**src/mem_cfg_pkg.sv**
```systemverilog
// Register map, field layout and carrier types of the memory check config
package mem_cfg_pkg;

   // Register byte offsets on the APB bus
   localparam logic [7:0] OFF_MCC2 = 8'h00;
   localparam logic [7:0] OFF_AUX = 8'h04;
   localparam logic [7:0] OFF_IRQ_STATUS = 8'h08;
   localparam logic [7:0] OFF_IRQ_CLEAR = 8'h0C;
   localparam logic [7:0] OFF_IRQ_ENABLE = 8'h10;

   // Field positions of memory_control_config_two
   localparam int POS_INLINE_PAR = 20;
   localparam int POS_INLINE_RD = 18;
   localparam int POS_ECC_EN = 17;
   localparam int POS_EDO = 16;
   localparam int POS_REFRESH_LO = 2;
   localparam int REFRESH_W = 14;
   localparam int POS_RESERVE = 1;
   localparam int POS_RMW = 0;

   // Field positions of the auxiliary check register
   localparam int POS_PAR_CHECK = 0;
   localparam int POS_BUF_LO = 1;
   localparam logic [1:0] BUF_INLINE = 2'h2;

   // Interrupt status bit positions
   localparam int ST_REFRESH = 0;
   localparam int ST_INLINE_ERR = 1;
   localparam int ST_LEGACY_ERR = 2;
   localparam int ST_W = 3;

   // Reset values and page limits
   localparam logic [REFRESH_W-1:0] REFRESH_RESET = 14'h0000;
   localparam logic [ST_W-1:0] ST_RESET = 3'h0;
   localparam logic [2:0] PAGES_ALL = 3'h4;
   localparam logic [2:0] PAGES_RESERVED = 3'h3;

   // Software view of the configuration fields
   typedef struct packed {
      logic inline_parity_select;
      logic inline_read_check_enable;
      logic ecc_enable;
      logic edo_select;
      logic [REFRESH_W-1:0] refresh_interval;
      logic reserve_page_register;
      logic read_modify_write_parity;
      logic parity_check_enable;
      logic [1:0] buffer_type;
   } cfg_t;

   localparam cfg_t CFG_RESET = '{default: 1'b0};

   // Effective modes handed to the memory datapath
   typedef struct packed {
      logic inline_ecc;
      logic inline_parity;
      logic legacy_ecc;
      logic legacy_parity;
      logic edo_mode;
      logic rmw_parity_write;
      logic [2:0] open_page_limit;
   } mode_t;

   // Register word of the configuration fields held in one register
   function automatic logic [31:0] mcc2_word(input cfg_t c);
      logic [31:0] w;
      w = 32'h0000_0000;
      w[POS_INLINE_PAR] = c.inline_parity_select;
      w[POS_INLINE_RD] = c.inline_read_check_enable;
      w[POS_ECC_EN] = c.ecc_enable;
      w[POS_EDO] = c.edo_select;
      w[POS_REFRESH_LO +: REFRESH_W] = c.refresh_interval;
      w[POS_RESERVE] = c.reserve_page_register;
      w[POS_RMW] = c.read_modify_write_parity;
      return w;
   endfunction

   // Register word of the auxiliary check fields
   function automatic logic [31:0] aux_word(input cfg_t c);
      logic [31:0] w;
      w = 32'h0000_0000;
      w[POS_PAR_CHECK] = c.parity_check_enable;
      w[POS_BUF_LO +: 2] = c.buffer_type;
      return w;
   endfunction

endpackage

```
**src/refresh_timer.sv**
```systemverilog
// CBR refresh interval timer
`timescale 1ns/1ps
module refresh_timer
   import mem_cfg_pkg::*;
#(
   parameter int CNT_W = REFRESH_W
) (
   input wire logic mclk,
   input wire logic rst_n,
   input wire logic [CNT_W-1:0] interval,
   output logic tick
);

   // Elaboration check: the counter compare needs a sane width
   if (CNT_W < 2 || CNT_W > 31) begin : g_bad_width
      $error("refresh_timer: CNT_W out of range");
   end

   logic [CNT_W-1:0] cnt_q, cnt_d;
   logic tick_q, tick_d;

   // A zero interval stops refresh; >= lets a shortened interval act at once
   always_comb begin
      tick_d = 1'b0;
      cnt_d = cnt_q + 1'b1;
      if (interval == '0) begin
         cnt_d = '0;
      end else if (cnt_q >= interval - 1'b1) begin
         tick_d = 1'b1;
         cnt_d = '0;
      end
   end

   // Counter and tick registers
   always_ff @(posedge mclk or negedge rst_n) begin
      if (!rst_n) begin
         cnt_q <= '0;
         tick_q <= 1'b0;
      end else begin
         cnt_q <= cnt_d;
         tick_q <= tick_d;
      end
   end

   assign tick = tick_q;

endmodule // refresh_timer

```
**src/memory_check_refresh_config.sv**
```systemverilog
// Memory check, DRAM type and refresh configuration slice with APB slave
`timescale 1ns/1ps
module memory_check_refresh_config
   import mem_cfg_pkg::*;
(
   input wire logic mclk,
   input wire logic resetn,
   input wire logic psel,
   input wire logic penable,
   input wire logic pwrite,
   input wire logic [7:0] paddr,
   input wire logic [31:0] pwdata,
   output logic [31:0] prdata,
   output logic pready,
   output logic pslverr,
   input wire logic inline_err_in,
   input wire logic legacy_err_in,
   output mode_t mode,
   output logic refresh_req,
   output logic irq
);

   // Reset release through two flops; assertion stays asynchronous
   logic [1:0] rst_sync_q;
   logic rst_n;

   always_ff @(posedge mclk or negedge resetn) begin
      if (!resetn) begin
         rst_sync_q <= 2'h0;
      end else begin
         rst_sync_q <= {rst_sync_q[0], 1'b1};
      end
   end

   assign rst_n = rst_sync_q[1];

   // ------------------------------------------------------------------
   // APB slave: zero wait states, answer registered in the setup cycle
   // ------------------------------------------------------------------
   logic setup_phase;
   logic access_done;
   logic wr_en;
   logic addr_ok;
   logic [31:0] rdata_mux;
   logic [31:0] prdata_q, prdata_d;
   logic pready_q, pready_d;
   logic pslverr_q, pslverr_d;

   assign setup_phase = psel & ~penable;
   assign access_done = psel & penable & pready_q;
   assign wr_en = access_done & pwrite & ~pslverr_q;

   cfg_t cfg_q, cfg_d;
   logic [ST_W-1:0] status_q, status_d;
   logic [ST_W-1:0] enable_q, enable_d;

   // Address decode and read mux; the clear register reads as zero
   always_comb begin
      addr_ok = 1'b1;
      rdata_mux = 32'h0000_0000;
      unique case (paddr)
         OFF_MCC2: rdata_mux = mcc2_word(cfg_q);
         OFF_AUX: rdata_mux = aux_word(cfg_q);
         OFF_IRQ_STATUS: rdata_mux[ST_W-1:0] = status_q;
         OFF_IRQ_CLEAR: rdata_mux = 32'h0000_0000;
         OFF_IRQ_ENABLE: rdata_mux[ST_W-1:0] = enable_q;
         default: addr_ok = 1'b0;
      endcase
   end

   // Answer computed in setup so outputs come straight from flops
   always_comb begin
      prdata_d = 32'h0000_0000;
      pslverr_d = 1'b0;
      pready_d = setup_phase;
      if (setup_phase) begin
         prdata_d = pwrite ? 32'h0000_0000 : rdata_mux;
         pslverr_d = ~addr_ok;
      end
   end

   always_ff @(posedge mclk or negedge rst_n) begin
      if (!rst_n) begin
         prdata_q <= 32'h0000_0000;
         pready_q <= 1'b0;
         pslverr_q <= 1'b0;
      end else begin
         prdata_q <= prdata_d;
         pready_q <= pready_d;
         pslverr_q <= pslverr_d;
      end
   end

   // ------------------------------------------------------------------
   // Configuration fields: written only at the completing access edge
   // ------------------------------------------------------------------
   always_comb begin
      cfg_d = cfg_q;
      if (wr_en && paddr == OFF_MCC2) begin
         cfg_d.inline_parity_select = pwdata[POS_INLINE_PAR];
         cfg_d.inline_read_check_enable = pwdata[POS_INLINE_RD];
         cfg_d.ecc_enable = pwdata[POS_ECC_EN];
         cfg_d.edo_select = pwdata[POS_EDO];
         cfg_d.refresh_interval = pwdata[POS_REFRESH_LO +: REFRESH_W];
         cfg_d.reserve_page_register = pwdata[POS_RESERVE];
         cfg_d.read_modify_write_parity = pwdata[POS_RMW];
      end
      if (wr_en && paddr == OFF_AUX) begin
         cfg_d.parity_check_enable = pwdata[POS_PAR_CHECK];
         cfg_d.buffer_type = pwdata[POS_BUF_LO +: 2];
      end
   end

   // Illegal software combinations are stored as written, not repaired
   always_ff @(posedge mclk or negedge rst_n) begin
      if (!rst_n) begin
         cfg_q <= CFG_RESET;
      end else begin
         cfg_q <= cfg_d;
      end
   end

   // ------------------------------------------------------------------
   // Effective modes for the memory datapath
   // ------------------------------------------------------------------
   mode_t mode_q, mode_d;
   logic inline_on;

   // In-line and legacy checkers are decoded independently of each other
   always_comb begin
      inline_on = cfg_q.inline_read_check_enable
                  && cfg_q.buffer_type == BUF_INLINE;
      mode_d.inline_ecc = inline_on
                          & ~cfg_q.inline_parity_select;
      mode_d.inline_parity = inline_on
                             & cfg_q.inline_parity_select;
      mode_d.legacy_ecc = cfg_q.ecc_enable;
      mode_d.legacy_parity = cfg_q.parity_check_enable
                             & ~cfg_q.ecc_enable;
      mode_d.edo_mode = cfg_q.edo_select;
      mode_d.rmw_parity_write = cfg_q.read_modify_write_parity;
      mode_d.open_page_limit = cfg_q.reserve_page_register
                               ? PAGES_RESERVED : PAGES_ALL;
   end

   always_ff @(posedge mclk or negedge rst_n) begin
      if (!rst_n) begin
         mode_q <= '{open_page_limit: PAGES_ALL, default: 1'b0};
      end else begin
         mode_q <= mode_d;
      end
   end

   // ------------------------------------------------------------------
   // CBR refresh: one request refreshes a row in every bank at once
   // ------------------------------------------------------------------
   logic refresh_tick;
   logic refresh_q, refresh_d;

   refresh_timer #(
      .CNT_W(REFRESH_W)
   ) u_refresh_timer (
      .mclk(mclk),
      .rst_n(rst_n),
      .interval(cfg_q.refresh_interval),
      .tick(refresh_tick)
   );

   assign refresh_d = refresh_tick;

   always_ff @(posedge mclk or negedge rst_n) begin
      if (!rst_n) begin
         refresh_q <= 1'b0;
      end else begin
         refresh_q <= refresh_d;
      end
   end

   // ------------------------------------------------------------------
   // Interrupts: sticky status, write-one clear, enable mask
   // ------------------------------------------------------------------
   logic [ST_W-1:0] events;
   logic irq_q, irq_d;

   // Errors count only when the matching checker is switched on
   always_comb begin
      events = ST_RESET;
      events[ST_REFRESH] = refresh_q;
      events[ST_INLINE_ERR] = inline_err_in
         & (mode_q.inline_ecc | mode_q.inline_parity);
      events[ST_LEGACY_ERR] = legacy_err_in
         & (mode_q.legacy_ecc | mode_q.legacy_parity);
   end

   // A new event in the clearing cycle wins so no event is lost
   always_comb begin
      status_d = status_q;
      enable_d = enable_q;
      if (wr_en && paddr == OFF_IRQ_CLEAR) begin
         status_d = status_q & ~pwdata[ST_W-1:0];
      end
      status_d = status_d | events;
      if (wr_en && paddr == OFF_IRQ_ENABLE) begin
         enable_d = pwdata[ST_W-1:0];
      end
      irq_d = |(status_d & enable_d);
   end

   always_ff @(posedge mclk or negedge rst_n) begin
      if (!rst_n) begin
         status_q <= ST_RESET;
         enable_q <= ST_RESET;
         irq_q <= 1'b0;
      end else begin
         status_q <= status_d;
         enable_q <= enable_d;
         irq_q <= irq_d;
      end
   end

   assign prdata = prdata_q;
   assign pready = pready_q;
   assign pslverr = pslverr_q;
   assign mode = mode_q;
   assign refresh_req = refresh_q;
   assign irq = irq_q;

   // Helper: cycles since the last refresh and whether the whole configuration held
   logic [REFRESH_W:0] gap_q;
   logic steady_q;
   logic seen_q;

   always_ff @(posedge mclk or negedge rst_n) begin
      if (!rst_n) begin
         gap_q <= '0;
         steady_q <= 1'b0;
         seen_q <= 1'b0;
      end else begin
         gap_q <= refresh_q ? {{REFRESH_W{1'b0}}, 1'b1} : gap_q + 1'b1;
         steady_q <= refresh_q | (steady_q & (cfg_d == cfg_q));
         seen_q <= seen_q | refresh_q;
      end
   end
endmodule // memory_check_refresh_config

```
**config.mk**
```make
export PLATFORM = sky130hd
export DESIGN_NAME = memory_check_refresh_config
export DESIGN_NICKNAME = d
export VERILOG_FILES = /design/src/mem_cfg_pkg.sv /design/src/refresh_timer.sv /design/src/memory_check_refresh_config.sv
export SDC_FILE = /design/constraint.sdc
export NUM_CORES = 1
export LEC_CHECK = 0
export BUFFER_PORTS_ARGS = -buffer_cell sky130_fd_sc_hd__buf_2
export CAP_MARGIN = 20
export CORE_MARGIN = 5
export CORE_UTILIZATION = 25
export CTS_CLUSTER_SIZE = 14
export DETAILED_ROUTE_END_ITERATION = 10
export PLACE_DENSITY_LB_ADDON = 0.2
export SYNTH_ARGS = -nofsm -noshare
export SYNTH_HDL_FRONTEND = slang
export SYNTH_SLANG_ARGS = --single-unit
```
**constraint.sdc**
```tcl
create_clock -name mclk -period 2.77 [get_ports mclk]
set_input_delay 0 -clock mclk [delete_from_list [all_inputs] [get_ports mclk]]
set_output_delay 0 -clock mclk [all_outputs]
set_load 0.01 [all_outputs]
```
==> results of run 1 <==
-- cells by family after synthesis --
group / after synthesis
xor gates and xnor gates: 24
DFF: 78
muxes: 22
buffers and inverters: 33
and+or+nand+nor: 135
adders and majority gates: 16
other: 2
AOI/OAI and AO/OA: 33
-- worst min-delay path by stage --
stage | depth (start not counted) | start | to | slack, ps
5_1_grt | 3 | pwrite | prdata[3] | 60
2_1_floorplan | 0 | resetn | rst_sync_q[0] | -300
6_report | 2 | paddr[4] | prdata[3] | 40
3_3_place_gp | 1 | resetn | rst_sync_q[0] | -210
3_5_place_dp | 1 | resetn | rst_sync_q[0] | -210
4_1_cts | 2 | paddr[4] | prdata[3] | 10
-- metal layers --
layer / wire length [um] / up-vias / part of all wire (%) / GRT usage, %
li1: - / 1377 / - / -
met1: 4070 / 1351 / 45 / 13.5
met2: 4320 / 54 / 48 / 17.2
met3: 381 / 15 / 4.2 / 2.75
met4: 211 / 0 / 2.3 / 5.09
met5: 0 / - / 0 / 0
-- cell usage in the layout (no fill, tap or decap), drive strengths merged, types with 3 or more instances in the layout --
cell and instances:
dfrtp 77, nor2b 5, a21o 3, a31oi 3, xnor2 12, nand2 31
dlygate4sd3 26, nor3 11, clkinv 4, xor2 12, ha 16, nand3 5
conb 13, mux2 22, and2 18, nand4 4, nand2b 5, a211oi 4
a21oi 7, nor2 32, buf 91, inv 11, clkbuf 11, nor3b 4
or3 3, o21ai 11, and4 3, nor4 6
-- worst reg2reg max path, stage by stage (launching register included) --
cell and delay [ps]:
dfrtp_1 380, or4_4 530, or4_4 450, or3_4 370
nor3_4 160, xnor2_2 100, ha_1 310, and4_4 220
nand2_2 40, o211ai_1 280, buf_4 180, buf_4 100
and2_4 120
-- power by group through the flow --
stage	registers, mW	logic (mW)	clock network [mW]
floorplan	1.25	0.194	0
global placement	1.26	0.285	0
detailed placement	1.26	0.289	0
CTS	1.24	0.324	1.25
global route	1.24	0.482	1.30
finish	1.23	0.436	1.21
-- registers in the layout, indices dropped and copies added, names as in the netlist --
name	flops
refresh_req	1
prdata	20
cfg_q	23
u_refresh_timer.tick	1
rst_sync_q	2
u_refresh_timer.cnt_q	14
enable_q	3
status_q	3
mode	8
irq	1
pslverr	1
pready	1
-- repair_timing --
| item | CTS | global route |
|---|---|---|
| endpoints found under the setup margin | 15 | 15 |
| gates resized for setup | 2 | 16 |
| pin swaps | 4 | 9 |
| hold buffers | 26 | 0 |
| endpoints found under the hold margin | 30 | 0 |
| gates cloned | 0 | 1 |
| setup buffers | 1 | 2 |
-- final cells by class --
class,instances,area [um^2],share of cell area (%)
inverters,11,41.3,0.823
clock buffers,11,253,5.03
clock inverters,5,57.6,1.15
multi-input cells,243,1680,33.5
flip-flops and latches,78,1960,39.0
well taps,184,230,4.59
repair buffers,117,797,15.9
-- stage by stage --
stage / worst slack (ps) / instance area [um^2] / util [%]
detailed placement: -440 / 4340 / 29.8
CTS: -486 / 4920 / 33.8
global route: -648 / 5020 / 34.5
global placement: -382 / 4340 / 29.8
finish: -526 / 5020 / 34.5
floorplan: -408 / 3760 / -
==> metrics.md, run 1 <==
| Metric | Value |
|---|---|
| Status | `finished, violations left` |
| Failing checks | `setup timing` |
| Arr. time, crit path | `3580 ps` |
| Largest net degree at the start of global routing | `77` |
| Die Ht | `132 um` |
| WL/cell | `13.8 um` |
| Crit path buffers/inverters | `2` |
| Starting Density | `25.6%` |
| Layout area overhead | `35.2%` |
| Hold Fails Final Rpt | `0` |
| Worst Reg-to-Reg Cells | `12` |
| Post-Synth XOR/XNOR Area | `5.66%` |
| Yosys cell types | `42` |
| Fin worst setup slack | `-526 ps` |
| Avg Vias per Cell | `4.31` |
| DP Wirelength | `6370 um` |
| Clock share of power | `42.1%` |
| WS Path Type | `register to register` |
| Pleak | `2.51 nW` |
| Top_reg_cell synth | `dfrtp_1` |
| Clk slew on worst S/H paths | `60 ps` |
| Crit path to | `u_refresh_timer.tick` |
| Internal power | `2.14 mW` |
| # diodes | `0` |
| Worst-Margin Slew | `722 ps` |
| Worst skew pair latency | `340 ps` |
| Dominant cell type by area after synthesis | `dfrtp_1` |
| Yosys Warn Count | `0` |
| CP max stage delay | `530 ps` |
| Htree depth | `3` |
| Sequential fraction of the synthesis area | `52.6%` |
| Via count | `2797` |
| Fin cells | `649` |
| Most frequent cell after synthesis | `dfrtp_1` |
| Kind of end point of the critical path | `register` |
| Share of cells above drive strength 1 | `32.0%` |
| Yosys top cell area share | `51.9%` |
| Post-Syn Area | `0.00371 mm^2` |
| Root Driver | `clkbuf_16` |
| Post-synthesis register bit count | `78` |
| GRT Residual Overflow | `0` |
| RR Endpoint | `u_refresh_timer.tick` |
| # clock sinks | `78` |
| Critical path, cell by cell | `or4_4 > or4_4 > or3_4 > nor3_4 > xnor2_2 > ha_1 > and4_4 > nand2_2 > o211ai_1 > buf_4 > buf_4 > and2_4` |
| Max Cap Viol | `0` |
| Largest family of logic cells by synthesized area | `simple AND/OR/NAND/NOR gates` |
| Hold crit path type | `input pin to register` |
| RD Place Congestion | `0.792` |
| CP max FO | `3` |
| Filler cells | `1479` |
| Nets | `523` |
| Total wire length | `8980 um` |
| Fin crit share | `119%` |
| Async set-reset flop share out of synthesis | `100%` |
| Initial antenna violation count | `0` |
| Worst r2r src | `cfg_q[10]` |
| Sum Neg Setup Slack | `-7320 ps` |
| DRT iter0 DRCs | `132` |
| Drt first pass iters | `4` |
| Max-slew violations | `0` |
| EDFF count, synth | `0` |
| Levels on crit path | `12` |
| WHS | `38.9 ps` |
| Ranking of synthesized cells by area | `dfrtp_1 (52%), mux2_2 (6.7%), ha_1 (5.4%), nor2_1 (3.2%), nand2_1 (3.1%)` |
| Setup crit start | `cfg_q[10]` |
| Placed insts | `602` |
| Post-synthesis mux area share | `6.67%` |
| Gr usage total | `10.7%` |
| Overall die area | `0.0174 mm^2` |
| Combinational power share | `15.2%` |
| Worst vdd ir | `0.278 mV` |
| CP Data Required Time | `3050 ps` |
| Final ANT Viol Nets | `0` |
| Final critical-path required period | `3300 ps` |
| Top post-synthesis cells by count | `dfrtp_1 (77), nor2_1 (32), nand2_1 (31)` |
| Total Power | `2.88 mW` |
| Vias in the first global route | `2899` |
| CP top delay family | `simple AND/OR/NAND/NOR gates` |
| RSZ-0062 raised after global routing | `true` |
| DRC | `0` |
| P per Cell Area | `573 mW/mm^2` |
| Slew HR | `51.4%` |
| R2R Setup Slk | `-530 ps` |
| Flop pwr share | `42.7%` |
| CTS Buf Count | `9` |
| Startpoint Class | `register` |
| Core Region | `0.0145 mm^2` |
| Final setup violation count | `15` |
| Die width | `132 um` |
| Count of input and output buffers | `67` |
| FMAX | `303 MHz` |
| CTS tree | `done` |
| Layout Skew | `7.48 ps` |
| Clock buffer depth | `2` |
| Post-synthesis adder-cell area fraction | `5.39%` |
| Post-synthesis compound-gate area fraction | `5.49%` |
| Synth Area in Simple Gates | `19.0%` |
| FP Rows | `44` |
| Syn Area/Cell | `10.8 um^2` |
| Slowest-stage cell, CP | `or4_4` |
| First-pass GRT wire length | `15100 um` |
| # IOs | `92` |
| Post-Synthesis Cells | `343` |
| Sw Pwr | `734 uW` |
| Switching Share | `25.5%` |
Note: power is estimated with default switching activity, not from simulation.
==> run 2: changes to the inputs <==
--- a/config.mk
+++ b/config.mk
@@ -8,7 +8,7 @@
 export BUFFER_PORTS_ARGS = -buffer_cell sky130_fd_sc_hd__buf_2
 export CAP_MARGIN = 20
 export CORE_MARGIN = 5
-export CORE_UTILIZATION = 25
+export CORE_UTILIZATION = 27
 export CTS_CLUSTER_SIZE = 14
 export DETAILED_ROUTE_END_ITERATION = 10
 export PLACE_DENSITY_LB_ADDON = 0.2
==> run 2 against run 1 <==
- the run still ends with setup timing left
- sequential share of layout area up 0.24 points
- die area shrank 6.9%
- hold slack worse by 5.2 ps
- count of clock-buffer cells in the layout rose by 2
- wire length fell by 2.5%
- critical path depth stayed put
- clock skew down 2.7 ps
- non-clock buffer count shrank 3
- combinational power decreased by 4%
- global-route usage rose by 0.74 points
- critical endpoint is now u_refresh_timer.cnt_q[13]
- highest routed layer unchanged
==> metrics.md, run 2 (synthesized netlist as in run 1, its figures left out) <==
| Metric | Value |
|---|---|
| Failing checks | `setup timing` |
| CP max FO | `10 (+7)` |
| First-pass GRT wire length | `14500 um (-3.9%)` |
| Initial antenna violation count | `0 (unchanged)` |
| Fin crit share | `116% (-2.8 points)` |
| Drt first pass iters | `4 (unchanged)` |
| Count of input and output buffers | `67 (unchanged)` |
| DRT iter0 DRCs | `94 (-29%)` |
| Fin cells | `638 (-1.7%)` |
| Clock buffer depth | `2 (unchanged)` |
| Global routing met1 resource utilization | `14.2% (+0.69 points)` |
| Pleak | `2.50 nW (-0.43%)` |
| Arr. time, crit path | `3440 ps (-140 ps)` |
| Max Cap Viol | `0 (unchanged)` |
| Worst vdd ir | `0.349 mV (+26%)` |
| Layout Skew | `4.73 ps (-2.75 ps)` |
| Final setup violation count | `15 (unchanged)` |
| CTS Buf Count | `9 (unchanged)` |
| Core Region | `0.0133 mm^2 (-8.2%)` |
| Placed insts | `594 (-1.3%)` |
| Kind of end point of the critical path | `register` |
| Largest register FFs | `23 (unchanged)` |
| DP Wirelength | `6330 um (-0.68%)` |
| Top Usage Layer GRT | `met2` |
| Layout area overhead | `34.3%` |
| Internal power | `2.24 mW (+4.3%)` |
| Sw Pwr | `689 uW (-6.2%)` |
| Largest net degree at the start of global routing | `77 (unchanged)` |
| Max-slew violations | `0 (unchanged)` |
| Status | `finished, violations left` |
| WHS | `33.7 ps (-5.23 ps)` |
| Share of cells above drive strength 1 | `30.3% (-1.7 points)` |
| FMAX | `311 MHz (+2.4%)` |
| GRT Residual Overflow | `0 (unchanged)` |
| Final ANT Viol Nets | `0 (unchanged)` |
| Met2 Use GR | `18.9% (+1.7 points)` |
| Slew HR | `52.5% (+1.1 points)` |
| Gr usage total | `11.5% (+0.74 points)` |
| Combinational power share | `14.3% (-0.9 points)` |
| WS Path Type | `register to register` |
| Total wire length | `8750 um (-2.5%)` |
| Hold crit path type | `input pin to register` |
| Commonest non-fill, non-tap cell in the layout | `dfrtp_1` |
| Multi-input gate area | `0.00166 mm^2 (-1.5%)` |
| WL/cell | `13.7 um (-0.85%)` |
| Final critical-path required period | `3220 ps (-76.9 ps)` |
| RSZ-0062 raised after global routing | `true` |
| Filler cells | `1331 (-10%)` |
| Avg Vias per Cell | `4.32 (+0.12%)` |
| Vias in the first global route | `2834 (-2.2%)` |
| Startpoint Class | `register` |
| Htree depth | `3 (unchanged)` |
| Met3 Resource Use GR | `2.38% (-0.37 points)` |
| Switching Share | `23.6% (-2.0 points)` |
| Reg with most FFs | `cfg_q` |
| Root Driver | `clkbuf_16` |
| Commonest cells after routing, fill and taps aside | `dfrtp_1 (76), buf_2 (67), nand2_1 (31)` |
| Starting Density | `27.8% (+2.3 points)` |
| Clk slew on worst S/H paths | `60 ps (about the same)` |
| Dpl cell area | `0.00434 mm^2 (about the same)` |
| Fin worst setup slack | `-449 ps (+76.9 ps)` |
| RD Place Congestion | `0.832 (+5.0%)` |
| CTS tree | `done` |
| Overall die area | `0.0162 mm^2 (-6.9%)` |
| Worst-Margin Slew | `706 ps (-16.2 ps)` |
| Via count | `2753 (-1.6%)` |
| Hold Fails Final Rpt | `0 (unchanged)` |
| Worst skew pair latency | `330 ps (about the same)` |
| FF/Latch Area | `0.00196 mm^2 (unchanged)` |
| Die Ht | `127 um (-3.5%)` |
| FP Rows | `42 (-4.5%)` |
| Die width | `127 um (-3.5%)` |
| # diodes | `0 (unchanged)` |
| Design area | `0.00499 mm^2 (-0.62%)` |
| Flop pwr share | `42.0% (-0.7 points)` |
| CP Data Required Time | `2990 ps (-60 ps)` |
| Clock share of power | `43.7% (+1.6 points)` |
| DRC | `0 (unchanged)` |
| Nets | `520 (-0.57%)` |
| P per Cell Area | `586 mW/mm^2 (+2.3%)` |
| # clock sinks | `78 (unchanged)` |
| # IOs | `92 (unchanged)` |
-- run 2: changes by cell type in the layout (fill, tap and decap cells not counted), moves of 2 or more --
cell,delta
nor2_1,+2
clkinv_2,-2
clkbuf_1,+2
nor2_4,-2
clkinv_4,-2
-- run 2: what timing repair did --
item | CTS | global route
hold buffers | 25 | 0
pin swaps | 7 | 4
gates cloned | 0 | 0
hold endpoints to repair | 30 | 0
resized for setup | 6 | 3
setup buffers | 1 | 1
setup endpoints to repair | 15 | 15
-- run 2: power by group through the flow --
stage	sequential [mW]	combinational, mW	clock [mW]
after global placement	1.27	0.334	0
after CTS	1.25	0.400	1.32
final	1.23	0.419	1.28
after detailed placement	1.27	0.342	0
after global routing	1.24	0.466	1.36
after floorplan	1.25	0.194	0
-- run 2: area by class of cell --
class / count / area share, %
sequential: 78 / 39.2
multi-input combinational: 243 / 33.3
timing repair buffer: 114 / 15.7
clock buffer: 13 / 5.22
tap: 176 / 4.41
clock inverter: 3 / 1.35
inverter: 11 / 0.828
-- run 2: path summary, 6_finish.rpt --
check                               from                        end  slack (ps)  cells past startpoint
setup / recovery               cfg_q[10]  u_refresh_timer.cnt_q[13]        -450                     12
hold / removal                  paddr[4]                  prdata[3]          30                      2
setup reg to reg               cfg_q[10]  u_refresh_timer.cnt_q[13]        -450                     12
hold reg to reg            rst_sync_q[1]                enable_q[2]         220                      0
max in group asynchronous  rst_sync_q[1]                    mode[2]        1920                      1
min in group asynchronous  rst_sync_q[1]                enable_q[2]         220                      0
-- run 2: metrics by stage --
stage | TNS, ps | worst slack (ps) | power, mW | utilization, %
2_1_floorplan | -5090 | -408 | 1.44 | -
3_3_place_gp | -4680 | -330 | 1.60 | 32.5
3_5_place_dp | -5880 | -435 | 1.61 | 32.5
4_1_cts | -6380 | -444 | 2.96 | 37.0
5_1_grt | -7980 | -551 | 3.06 | 37.4
6_report | -6430 | -449 | 2.93 | 37.4
-- run 2: per-layer routing --
| layer | routed length, um | vias to the layer above | share of wire (%) |
|---|---|---|---|
| met5 | 0 | - | 0 |
| met4 | 168 | 0 | 1.9 |
| met3 | 447 | 10 | 5.1 |
| met2 | 4350 | 59 | 50 |
| li1 | - | 1373 | - |
| met1 | 3780 | 1311 | 43 |
-- run 2: worst max-delay path: stages (launching register included) --
cell and delay, ps:
dfrtp_1 370, or4_4 540, or4_4 440, or3_4 370
nor3_4 200, xnor2_2 80, ha_1 300, and4_4 210
nand2_1 50, o211ai_1 180, buf_4 180, buf_12 130
nor2_1 50
